$ cat src/verilog/sar_pkg.sv
/*
  Shared constants for the successive-approximation sequencer and its
  comparison-level generator: widths, timing counts, interrupt vector data.
  Assumes the system clock stands in for the main clock input.
*/
package sar_pkg;

  // Result and comparison-level widths
  localparam int          RES_W          = 10;
  localparam int          LVL_W          = 11;

  // Top bit index and trial count per mode
  localparam logic [3:0]  TOP_BIT_10     = 4'h9;
  localparam logic [3:0]  TOP_BIT_8      = 4'h7;
  localparam logic [3:0]  TRIALS_10      = 4'ha;
  localparam logic [3:0]  TRIALS_8       = 4'h8;

  // One conversion-clock cycle is this many main-clock periods
  localparam int          CONV_CLK_DIV   = 2;
  localparam int          CONV_CYC_10    = 61;
  localparam int          CONV_CYC_8     = 50;

  // Completion points in system clocks after the start edge
  localparam logic [7:0]  DONE_SYS_10    = 8'(CONV_CYC_10 * CONV_CLK_DIV);
  localparam logic [7:0]  DONE_SYS_8     = 8'(CONV_CYC_8 * CONV_CLK_DIV);

  // System clocks per trial (fits both budgets)
  localparam logic [3:0]  STEP_SYS       = 4'hc;

  // Least main clock during a conversion, in kHz (held by clock control)
  localparam int          MIN_MAIN_KHZ   = 500;

  // Interrupt identity of the completion event
  localparam logic [4:0]  IRQ_PRIORITY   = 5'h10;
  localparam logic [15:0] IRQ_VEC_HIGH   = 16'hffdf;
  localparam logic [15:0] IRQ_VEC_LOW    = 16'hffde;

  // Reset values
  localparam logic [9:0]  RESULT_RST     = 10'h000;
  localparam logic [10:0] LEVEL_RST      = 11'h000;

  // Sequencer states, Gray order along the usual path
  typedef enum logic [1:0] {
    ST_IDLE  = 2'b00,
    ST_CLEAR = 2'b01,
    ST_TRIAL = 2'b11,
    ST_HOLD  = 2'b10
  } seq_state_t;

endpackage

$ cat src/verilog/sar_ladder.sv
/*
  Comparison-level generator: turns the trial code into the level that the
  comparator sees, in units of one 2048th of the reference.
  Assumes the code is stable for a full trial step.
*/
`timescale 1ns/1ps
`default_nettype none

module sar_ladder
  import sar_pkg::*;
(
  input  wire logic               i_clk,     // System clock
  input  wire logic               i_reset,   // Synchronous reset
  input  wire logic               i_mode8,   // 8-bit mode
  input  wire logic [RES_W-1:0]   i_code,    // Trial code
  output logic      [LVL_W-1:0]   o_level    // Level, ref/2048 units
);

  logic [LVL_W-1:0] level_next;

  // Code to level, code zero always gives zero
  always_comb begin
    level_next = LEVEL_RST;
    if (i_code != RESULT_RST) begin
      if (i_mode8) begin
        level_next = {i_code[7:0], 3'b000} - 11'h004;
      end else begin
        level_next = {i_code, 1'b0};
      end
    end
  end

  // Registered level output
  always_ff @(posedge i_clk) begin
    if (i_reset) begin
      o_level <= LEVEL_RST;
    end else begin
      o_level <= level_next;
    end
  end

  // Level checks one cycle after the code
  ten_bit_level_a : assert property (@(posedge i_clk) disable iff (i_reset)
    !i_mode8 ##1 !$past(i_reset) |->
      o_level == {$past(i_code), 1'b0})
    else $error("ten-bit level wrong");

  eight_bit_level_a : assert property (@(posedge i_clk) disable iff (i_reset)
    (i_mode8 && i_code != 10'h000) |=>
      o_level == 11'(({3'b000, $past(i_code[7:0])} << 3) - 11'h004))
    else $error("eight-bit level wrong");

endmodule

`default_nettype wire

$ cat src/verilog/sar_adc_sequencer.sv
/*
  Successive-approximation sequencer: starts on a clear of the completion
  flag, resolves one bit per trial from the top down, stores the result and
  raises completion and interrupt flags at a fixed time.
  Assumes the comparator answer is synchronous to I_SYS_CLK and the clock
  stands in for the main clock input.
*/
`timescale 1ns/1ps
`default_nettype none

// Behaviour
// - Clearing completion flag starts a conversion
// - Result cleared to zero at start
// - First trial sets top bit, drives level
// - Keep bit if level below input
// - Ten trials or eight trials, top down
// - Ten-bit conversion ends after 61 cycles
// - Eight-bit conversion ends after 50 cycles
// - Final code stays in result register
// - Completion and interrupt flags set together
// - Ten-bit level is n times ref/1024
// - Eight-bit level offset half a step down
// - Interrupt priority 16, fixed vector pair
module sar_adc_sequencer
  import sar_pkg::*;
(
  input  wire logic                       I_SYS_CLK,       // System clock, 100 MHz
  input  wire logic                       I_RESET,         // Sync reset, active high
  input  wire logic                       I_START_WR,      // Pulse: flag written with 0
  input  wire logic                       I_MODE8,         // 1 = 8-bit mode
  input  wire logic                       I_LEVEL_BELOW,   // Level below analog input
  input  wire logic                       I_IRQ_ACK,       // Pulse: clear request flag
  output logic      [sar_pkg::RES_W-1:0]  O_RESULT,        // Conversion result
  output logic      [sar_pkg::LVL_W-1:0]  O_TRIAL_LEVEL,   // Level to comparator
  output logic                            O_DONE_FLAG,     // Completion flag
  output logic                            O_IRQ_FLAG,      // Interrupt request flag
  output logic                            O_BUSY,          // Conversion running
  output logic      [4:0]                 O_IRQ_PRIORITY,  // Fixed priority
  output logic      [15:0]                O_IRQ_VEC_HIGH,  // Vector high address
  output logic      [15:0]                O_IRQ_VEC_LOW    // Vector low address
);

  import sar_pkg::*;

  seq_state_t       state_reg;
  logic [RES_W-1:0] result_reg;
  logic [7:0]       tot_reg;
  logic [3:0]       step_reg;
  logic [3:0]       bit_reg;
  logic [3:0]       trials_reg;
  logic             mode8_reg;
  logic             done_reg;
  logic             irq_reg;
  logic             decide;
  logic             finish;
  logic [7:0]       done_point;

  // Decision and completion points
  assign decide     = (state_reg == ST_TRIAL) && (step_reg == STEP_SYS - 4'h1);
  assign done_point = mode8_reg ? DONE_SYS_8 : DONE_SYS_10;
  assign finish     = (state_reg == ST_HOLD) && (tot_reg == done_point - 8'h01);

  // Sequence state
  always_ff @(posedge I_SYS_CLK) begin
    if (I_RESET) begin
      state_reg <= ST_IDLE;
    end else if (I_START_WR) begin
      state_reg <= ST_CLEAR;
    end else begin
      unique case (state_reg)
        ST_IDLE: begin
          state_reg <= ST_IDLE;
        end
        ST_CLEAR: begin
          state_reg <= ST_TRIAL;
        end
        ST_TRIAL: begin
          if (decide && bit_reg == 4'h0) begin
            state_reg <= ST_HOLD;
          end
        end
        ST_HOLD: begin
          if (finish) begin
            state_reg <= ST_IDLE;
          end
        end
      endcase
    end
  end

  // Latched mode for the whole conversion
  always_ff @(posedge I_SYS_CLK) begin
    if (I_RESET) begin
      mode8_reg <= 1'b0;
    end else if (I_START_WR) begin
      mode8_reg <= I_MODE8;
    end
  end

  // Elapsed system clocks since start
  always_ff @(posedge I_SYS_CLK) begin
    if (I_RESET) begin
      tot_reg <= 8'h00;
    end else if (I_START_WR) begin
      tot_reg <= 8'h00;
    end else if (state_reg != ST_IDLE) begin
      tot_reg <= tot_reg + 8'h01;
    end
  end

  // Step counter and bit index
  always_ff @(posedge I_SYS_CLK) begin
    if (I_RESET) begin
      step_reg   <= 4'h0;
      bit_reg    <= 4'h0;
      trials_reg <= 4'h0;
    end else if (state_reg == ST_CLEAR && !I_START_WR) begin
      step_reg   <= 4'h0;
      bit_reg    <= mode8_reg ? TOP_BIT_8 : TOP_BIT_10;
      trials_reg <= 4'h1;
    end else if (state_reg == ST_TRIAL && !I_START_WR) begin
      if (decide) begin
        step_reg <= 4'h0;
        if (bit_reg != 4'h0) begin
          bit_reg    <= bit_reg - 4'h1;
          trials_reg <= trials_reg + 4'h1;
        end
      end else begin
        step_reg <= step_reg + 4'h1;
      end
    end
  end

  // Result register: clear, set trial bit, resolve
  always_ff @(posedge I_SYS_CLK) begin
    if (I_RESET) begin
      result_reg <= RESULT_RST;
    end else if (I_START_WR) begin
      result_reg <= RESULT_RST;
    end else if (state_reg == ST_CLEAR) begin
      result_reg[mode8_reg ? TOP_BIT_8 : TOP_BIT_10] <= 1'b1;
    end else if (decide) begin
      if (!I_LEVEL_BELOW) begin
        result_reg[bit_reg] <= 1'b0;
      end
      if (bit_reg != 4'h0) begin
        result_reg[bit_reg - 4'h1] <= 1'b1;
      end
    end
  end

  // Completion flag: cleared by start, set at finish
  always_ff @(posedge I_SYS_CLK) begin
    if (I_RESET) begin
      done_reg <= 1'b0;
    end else if (I_START_WR) begin
      done_reg <= 1'b0;
    end else if (finish) begin
      done_reg <= 1'b1;
    end
  end

  // Interrupt request flag, set wins over clear
  always_ff @(posedge I_SYS_CLK) begin
    if (I_RESET) begin
      irq_reg <= 1'b0;
    end else if (finish && !I_START_WR) begin
      irq_reg <= 1'b1;
    end else if (I_IRQ_ACK) begin
      irq_reg <= 1'b0;
    end
  end

  // Registered outputs
  always_ff @(posedge I_SYS_CLK) begin
    if (I_RESET) begin
      O_BUSY         <= 1'b0;
      O_IRQ_PRIORITY <= IRQ_PRIORITY;
      O_IRQ_VEC_HIGH <= IRQ_VEC_HIGH;
      O_IRQ_VEC_LOW  <= IRQ_VEC_LOW;
    end else begin
      O_BUSY         <= I_START_WR || (state_reg != ST_IDLE && !finish);
      O_IRQ_PRIORITY <= IRQ_PRIORITY;
      O_IRQ_VEC_HIGH <= IRQ_VEC_HIGH;
      O_IRQ_VEC_LOW  <= IRQ_VEC_LOW;
    end
  end

  assign O_RESULT    = result_reg;
  assign O_DONE_FLAG = done_reg;
  assign O_IRQ_FLAG  = irq_reg;

  // Comparison-level generator
  sar_ladder u_ladder (
    .i_clk   (I_SYS_CLK),
    .i_reset (I_RESET),
    .i_mode8 (mode8_reg),
    .i_code  (result_reg),
    .o_level (O_TRIAL_LEVEL)
  );

  // Checks on the sequence
  start_clears_a : assert property (@(posedge I_SYS_CLK) disable iff (I_RESET)
    I_START_WR |=> (result_reg == RESULT_RST) && (state_reg == ST_CLEAR))
    else $error("start did not clear result");

  start_flag_low_a : assert property (@(posedge I_SYS_CLK) disable iff (I_RESET)
    I_START_WR |=> !done_reg && O_BUSY)
    else $error("start did not begin conversion");

  msb_first_a : assert property (@(posedge I_SYS_CLK) disable iff (I_RESET)
    (state_reg == ST_CLEAR && !I_START_WR) |=>
      result_reg == (mode8_reg ? 10'h080 : 10'h200))
    else $error("first trial code wrong");

  keep_bit_a : assert property (@(posedge I_SYS_CLK) disable iff (I_RESET)
    (decide && !I_START_WR) |=>
      result_reg[$past(bit_reg)] == $past(I_LEVEL_BELOW))
    else $error("trial bit not resolved from comparator");

  trial_count_a : assert property (@(posedge I_SYS_CLK) disable iff (I_RESET)
    (state_reg == ST_HOLD) |->
      trials_reg == (mode8_reg ? TRIALS_8 : TRIALS_10))
    else $error("wrong number of trials");

  ten_bit_time_a : assert property (@(posedge I_SYS_CLK) disable iff (I_RESET)
    $rose(done_reg) && !mode8_reg |-> $past(tot_reg) == DONE_SYS_10 - 8'h01)
    else $error("ten-bit conversion time wrong");

  eight_bit_time_a : assert property (@(posedge I_SYS_CLK) disable iff (I_RESET)
    $rose(done_reg) && mode8_reg |-> $past(tot_reg) == DONE_SYS_8 - 8'h01)
    else $error("eight-bit conversion time wrong");

  result_hold_a : assert property (@(posedge I_SYS_CLK) disable iff (I_RESET)
    (done_reg && !I_START_WR) |=> $stable(result_reg))
    else $error("result changed after completion");

  flags_together_a : assert property (@(posedge I_SYS_CLK) disable iff (I_RESET)
    $rose(done_reg) |-> irq_reg && !$past(O_DONE_FLAG))
    else $error("interrupt flag missing at completion");

  flag_low_busy_a : assert property (@(posedge I_SYS_CLK) disable iff (I_RESET)
    (state_reg != ST_IDLE) |-> !done_reg)
    else $error("completion flag high during conversion");

  // Main scenarios
  ten_bit_done_c : cover property (@(posedge I_SYS_CLK) disable iff (I_RESET)
    $rose(done_reg) && !mode8_reg);
  eight_bit_done_c : cover property (@(posedge I_SYS_CLK) disable iff (I_RESET)
    $rose(done_reg) && mode8_reg);
  restart_c : cover property (@(posedge I_SYS_CLK) disable iff (I_RESET)
    (state_reg == ST_TRIAL) && I_START_WR);
  ack_race_c : cover property (@(posedge I_SYS_CLK) disable iff (I_RESET)
    finish && I_IRQ_ACK);

endmodule

`default_nettype wire

$ cat config.mk
export PLATFORM = sky130hd
export DESIGN_NAME = sar_adc_sequencer
export DESIGN_NICKNAME = d
export VERILOG_FILES = /design/src/verilog/sar_pkg.sv /design/src/verilog/sar_ladder.sv /design/src/verilog/sar_adc_sequencer.sv
export SDC_FILE = /design/constraint.sdc
export NUM_CORES = 1
export LEC_CHECK = 0
export BUFFER_PORTS_ARGS = -buffer_cell sky130_fd_sc_hd__buf_2
export CAP_MARGIN = 10
export CORE_ASPECT_RATIO = 1.25
export CORE_MARGIN = 10
export CORE_UTILIZATION = 57
export CTS_BUF_LIST = sky130_fd_sc_hd__clkbuf_16
export CTS_CLUSTER_DIAMETER = 100
export CTS_CLUSTER_SIZE = 8
export DETAILED_ROUTE_END_ITERATION = 6
export PLACE_DENSITY = 0.91
export SYNTH_ARGS = -nofsm -noshare
export SYNTH_HDL_FRONTEND = slang
export SYNTH_HIERARCHICAL = 1
export SYNTH_SLANG_ARGS = --single-unit
export TNS_END_PERCENT = 5
$ cat constraint.sdc
create_clock -name I_SYS_CLK -period 4.55 [get_ports I_SYS_CLK]
set_input_delay 0.455 -clock I_SYS_CLK [delete_from_list [all_inputs] [get_ports I_SYS_CLK]]
set_output_delay 0.455 -clock I_SYS_CLK [all_outputs]
set_load 0.03 [all_outputs]
==> reports/results.tsv <==
metric	value	unit
status	complete, no violations	
fin_nets	326	
power_density	360	mW/mm^2
grt_setup_unrepaired	no	
start_util	59.7	%
post_cts_resized	0	
clock_path_buffers	2	
synth_area_leaders	dfxtp_1 (34%), buf_4 (12%), ha_1 (5.1%)	
dp_hpwl	4.10	mm
synth_area_per_cell	8.44	sq um
slew_headroom	26.8	%
grt_max_degree	25	
synth-main-ff-cell	dfxtp_1	
r2r_setup_slack	2.00	ns
firstDrtPassIters	5	
syn-instance-count	292	
setup_viol	0	
final_common_cell	dfxtp_1	
crit_type	flop to flop	
place_congestion	0.879	
ys_warn_count	6	
drtIter0Drc	209	
worst_slew_pin_slew	1.09	ns
critPathBufInv	1	
num_vias	2030	
grt_usage	15.6	%
grt_pass1_wl	9.54	mm
cts_hold_buf	0	
cts_setup_buffers	0	
whs_endpoint	mode8_reg	
crit_fanout	11	
drtAntennaViolNets	0	
cts-buffers-inserted	5	
min_path_cells	3	
first_global_vias	2017	
tritoncts	yes	
htreeDepth	2	
netlist_area	0.00246	sq mm
start_kind	flop	
synth-edff-count	0	
num_rows	26	
postSynth.asyncResetShare	0	%
io_pins	67	
worst_ep_arrival_time	2.73	ns
die_x	78.8	microns
period_share	56.0	%
p_leak	1.14	nW
max_cap_violations	0	
finalSetupTns	0	ns
coreArea	0.00413	sq mm
holdCritStartpoint	I_MODE8	
worstRegToRegCells	6	
die_h	93.5	microns
drv_slew	0	
vias_per_cell	5.53	
period_minus_slack	2.55	ns
clk_latency	0.29	ns
synth_top_area_share	34.1	%
clk_pin_slew_worst_paths	0.06	ns
timing.hold.ws	0.436	ns
crit_chain	inv_1, ha_1, nor3b_1, nor3_1, a211oi_1, nor4_1	
worstPathRequired	4.73	ns
antenna_found_initial	0	
crit_family	simple AND/OR/NAND/NOR gates	
die_area	0.00737	sq mm
yosys.area.top_type	dfxtp_1	
drc_errors	0	
cts_root_buffer	clkbuf_16	
ys_types	48	
routed_wl	5.84	mm
port_buffers	28	
overflow	0	
crit_path_end_kind	flop	
fin_skew	0.00621	ns
critPathSlowestCell	nor3_1	
drive_gt1_share	16.1	%
area.growth.synth_to_final	7.77	%
reg2reg_to	bit_reg[3]	
synth-seq-cells	42	
fmaxAchievable	393	MHz
diodes	0	
layout_common_cells	dfxtp_1 (42), conb_1 (38), nor2_1 (32)	
wire_per_inst	15.9	microns
finalHoldViolCount	0	
ir_drop	0.235	mV
ys_seq_area_share	34.1	%
cts.sinks	42	
hold_path.class	primary input to flop	
max_stage_delay	0.85	ns
r2r-start	bit_reg[0]	
-- how the worst max path moves through the flow --
stage | startpoint | end | slack [ns] | cells past startpoint
after global placement | bit_reg[0] | bit_reg[3] | 2.20 | 6
final | bit_reg[0] | bit_reg[3] | 2.00 | 6
after detailed placement | bit_reg[0] | bit_reg[3] | 2.12 | 6
after global routing | bit_reg[0] | bit_reg[3] | 1.73 | 6
after floorplan | bit_reg[0] | O_RESULT[3] | 2.81 | 7
after CTS | bit_reg[0] | bit_reg[3] | 2.04 | 6
-- worst register-to-register path, cell delays in order (launching register included) --
cell,delay (ns)
dfxtp_1,0.43
inv_1,0.13
ha_1,0.34
nor3b_1,0.21
nor3_1,0.85
a211oi_1,0.19
nor4_1,0.30
-- metrics by stage --
step | util (%) | worst slack, ns | cell area (sq um) | total power, mW | std cells
final | 64.3 | 2.00 | 2660 | 0.957 | 367
after global routing | 64.3 | 1.73 | 2660 | 0.986 | 367
after CTS | 64.3 | 2.04 | 2660 | 0.957 | 367
after detailed placement | 59.6 | 2.12 | 2460 | 0.497 | 359
after global placement | 59.6 | 2.20 | 2460 | 0.495 | 359
after floorplan | - | 2.81 | 2600 | 0.507 | 327
-- synthesized netlist by cell type (2+ instances only) --
cell type / number
a211oi_1: 7
a211oi_2: 3
a21oi_1: 13
a31o_2: 2
a31oi_1: 2
a32o_1: 4
a41o_1: 2
and3_1: 3
and4b_1: 3
and4bb_2: 2
buf_2: 5
buf_4: 38
clkbuf_1: 9
conb_1: 3
dfxtp_1: 42
ha_1: 10
inv_1: 7
nand2_1: 20
nand2b_1: 3
nand3_1: 10
nand3b_1: 2
nor2_1: 32
nor2b_1: 4
nor3_1: 9
nor3b_1: 4
nor4_1: 3
nor4_2: 2
o2111ai_1: 3
o21ai_0: 8
o22ai_1: 4
or2_2: 2
or3_1: 3
xnor2_1: 4
xor2_1: 10
-- layout make-up --
class | instances | area, sq um
Clock buffer | 5 | 125
Timing Repair Buffer | 28 | 140
Clock inverter | 3 | 68.8
Sequential cell | 42 | 841
Tap cell | 56 | 70.1
Fill cell | 358 | 1480
Multi-Input combinational cell | 226 | 1390
Inverter | 7 | 26.3
-- kinds of logic (layout without fill, tap and decap cells) --
kind of cell               count (synthesis)  in the layout  share of synthesized area, %
adders and majority gates                 10             10                          5.08
xor gates and xnor gates                  14             14                          4.97
and+or+nand+nor                          108            108                          23.8
DFF                                       42             42                          34.1
buffers and inverters                     59             43                          15.0
other                                      3             38                         0.457
muxes                                      1              1                         0.406
AOI/OAI and AO/OA                         55             55                          16.1
-- per-layer routing --
metal,global-route usage [%],wire length (microns),vias to the layer above
li1,-,-,989
met1,16.6,2350,943
met2,26.6,2920,89
met3,5.94,506,9
met4,7.63,62,0
met5,0,0,-
-- power by group --
group          total (mW)  internal (mW)  switching [mW]  leakage [nW]
logic               0.107         0.0233          0.0839         0.708
clock network       0.463          0.315           0.147        0.0940
registers           0.387          0.374          0.0138         0.340
Power figures use the tool's default switching activity.
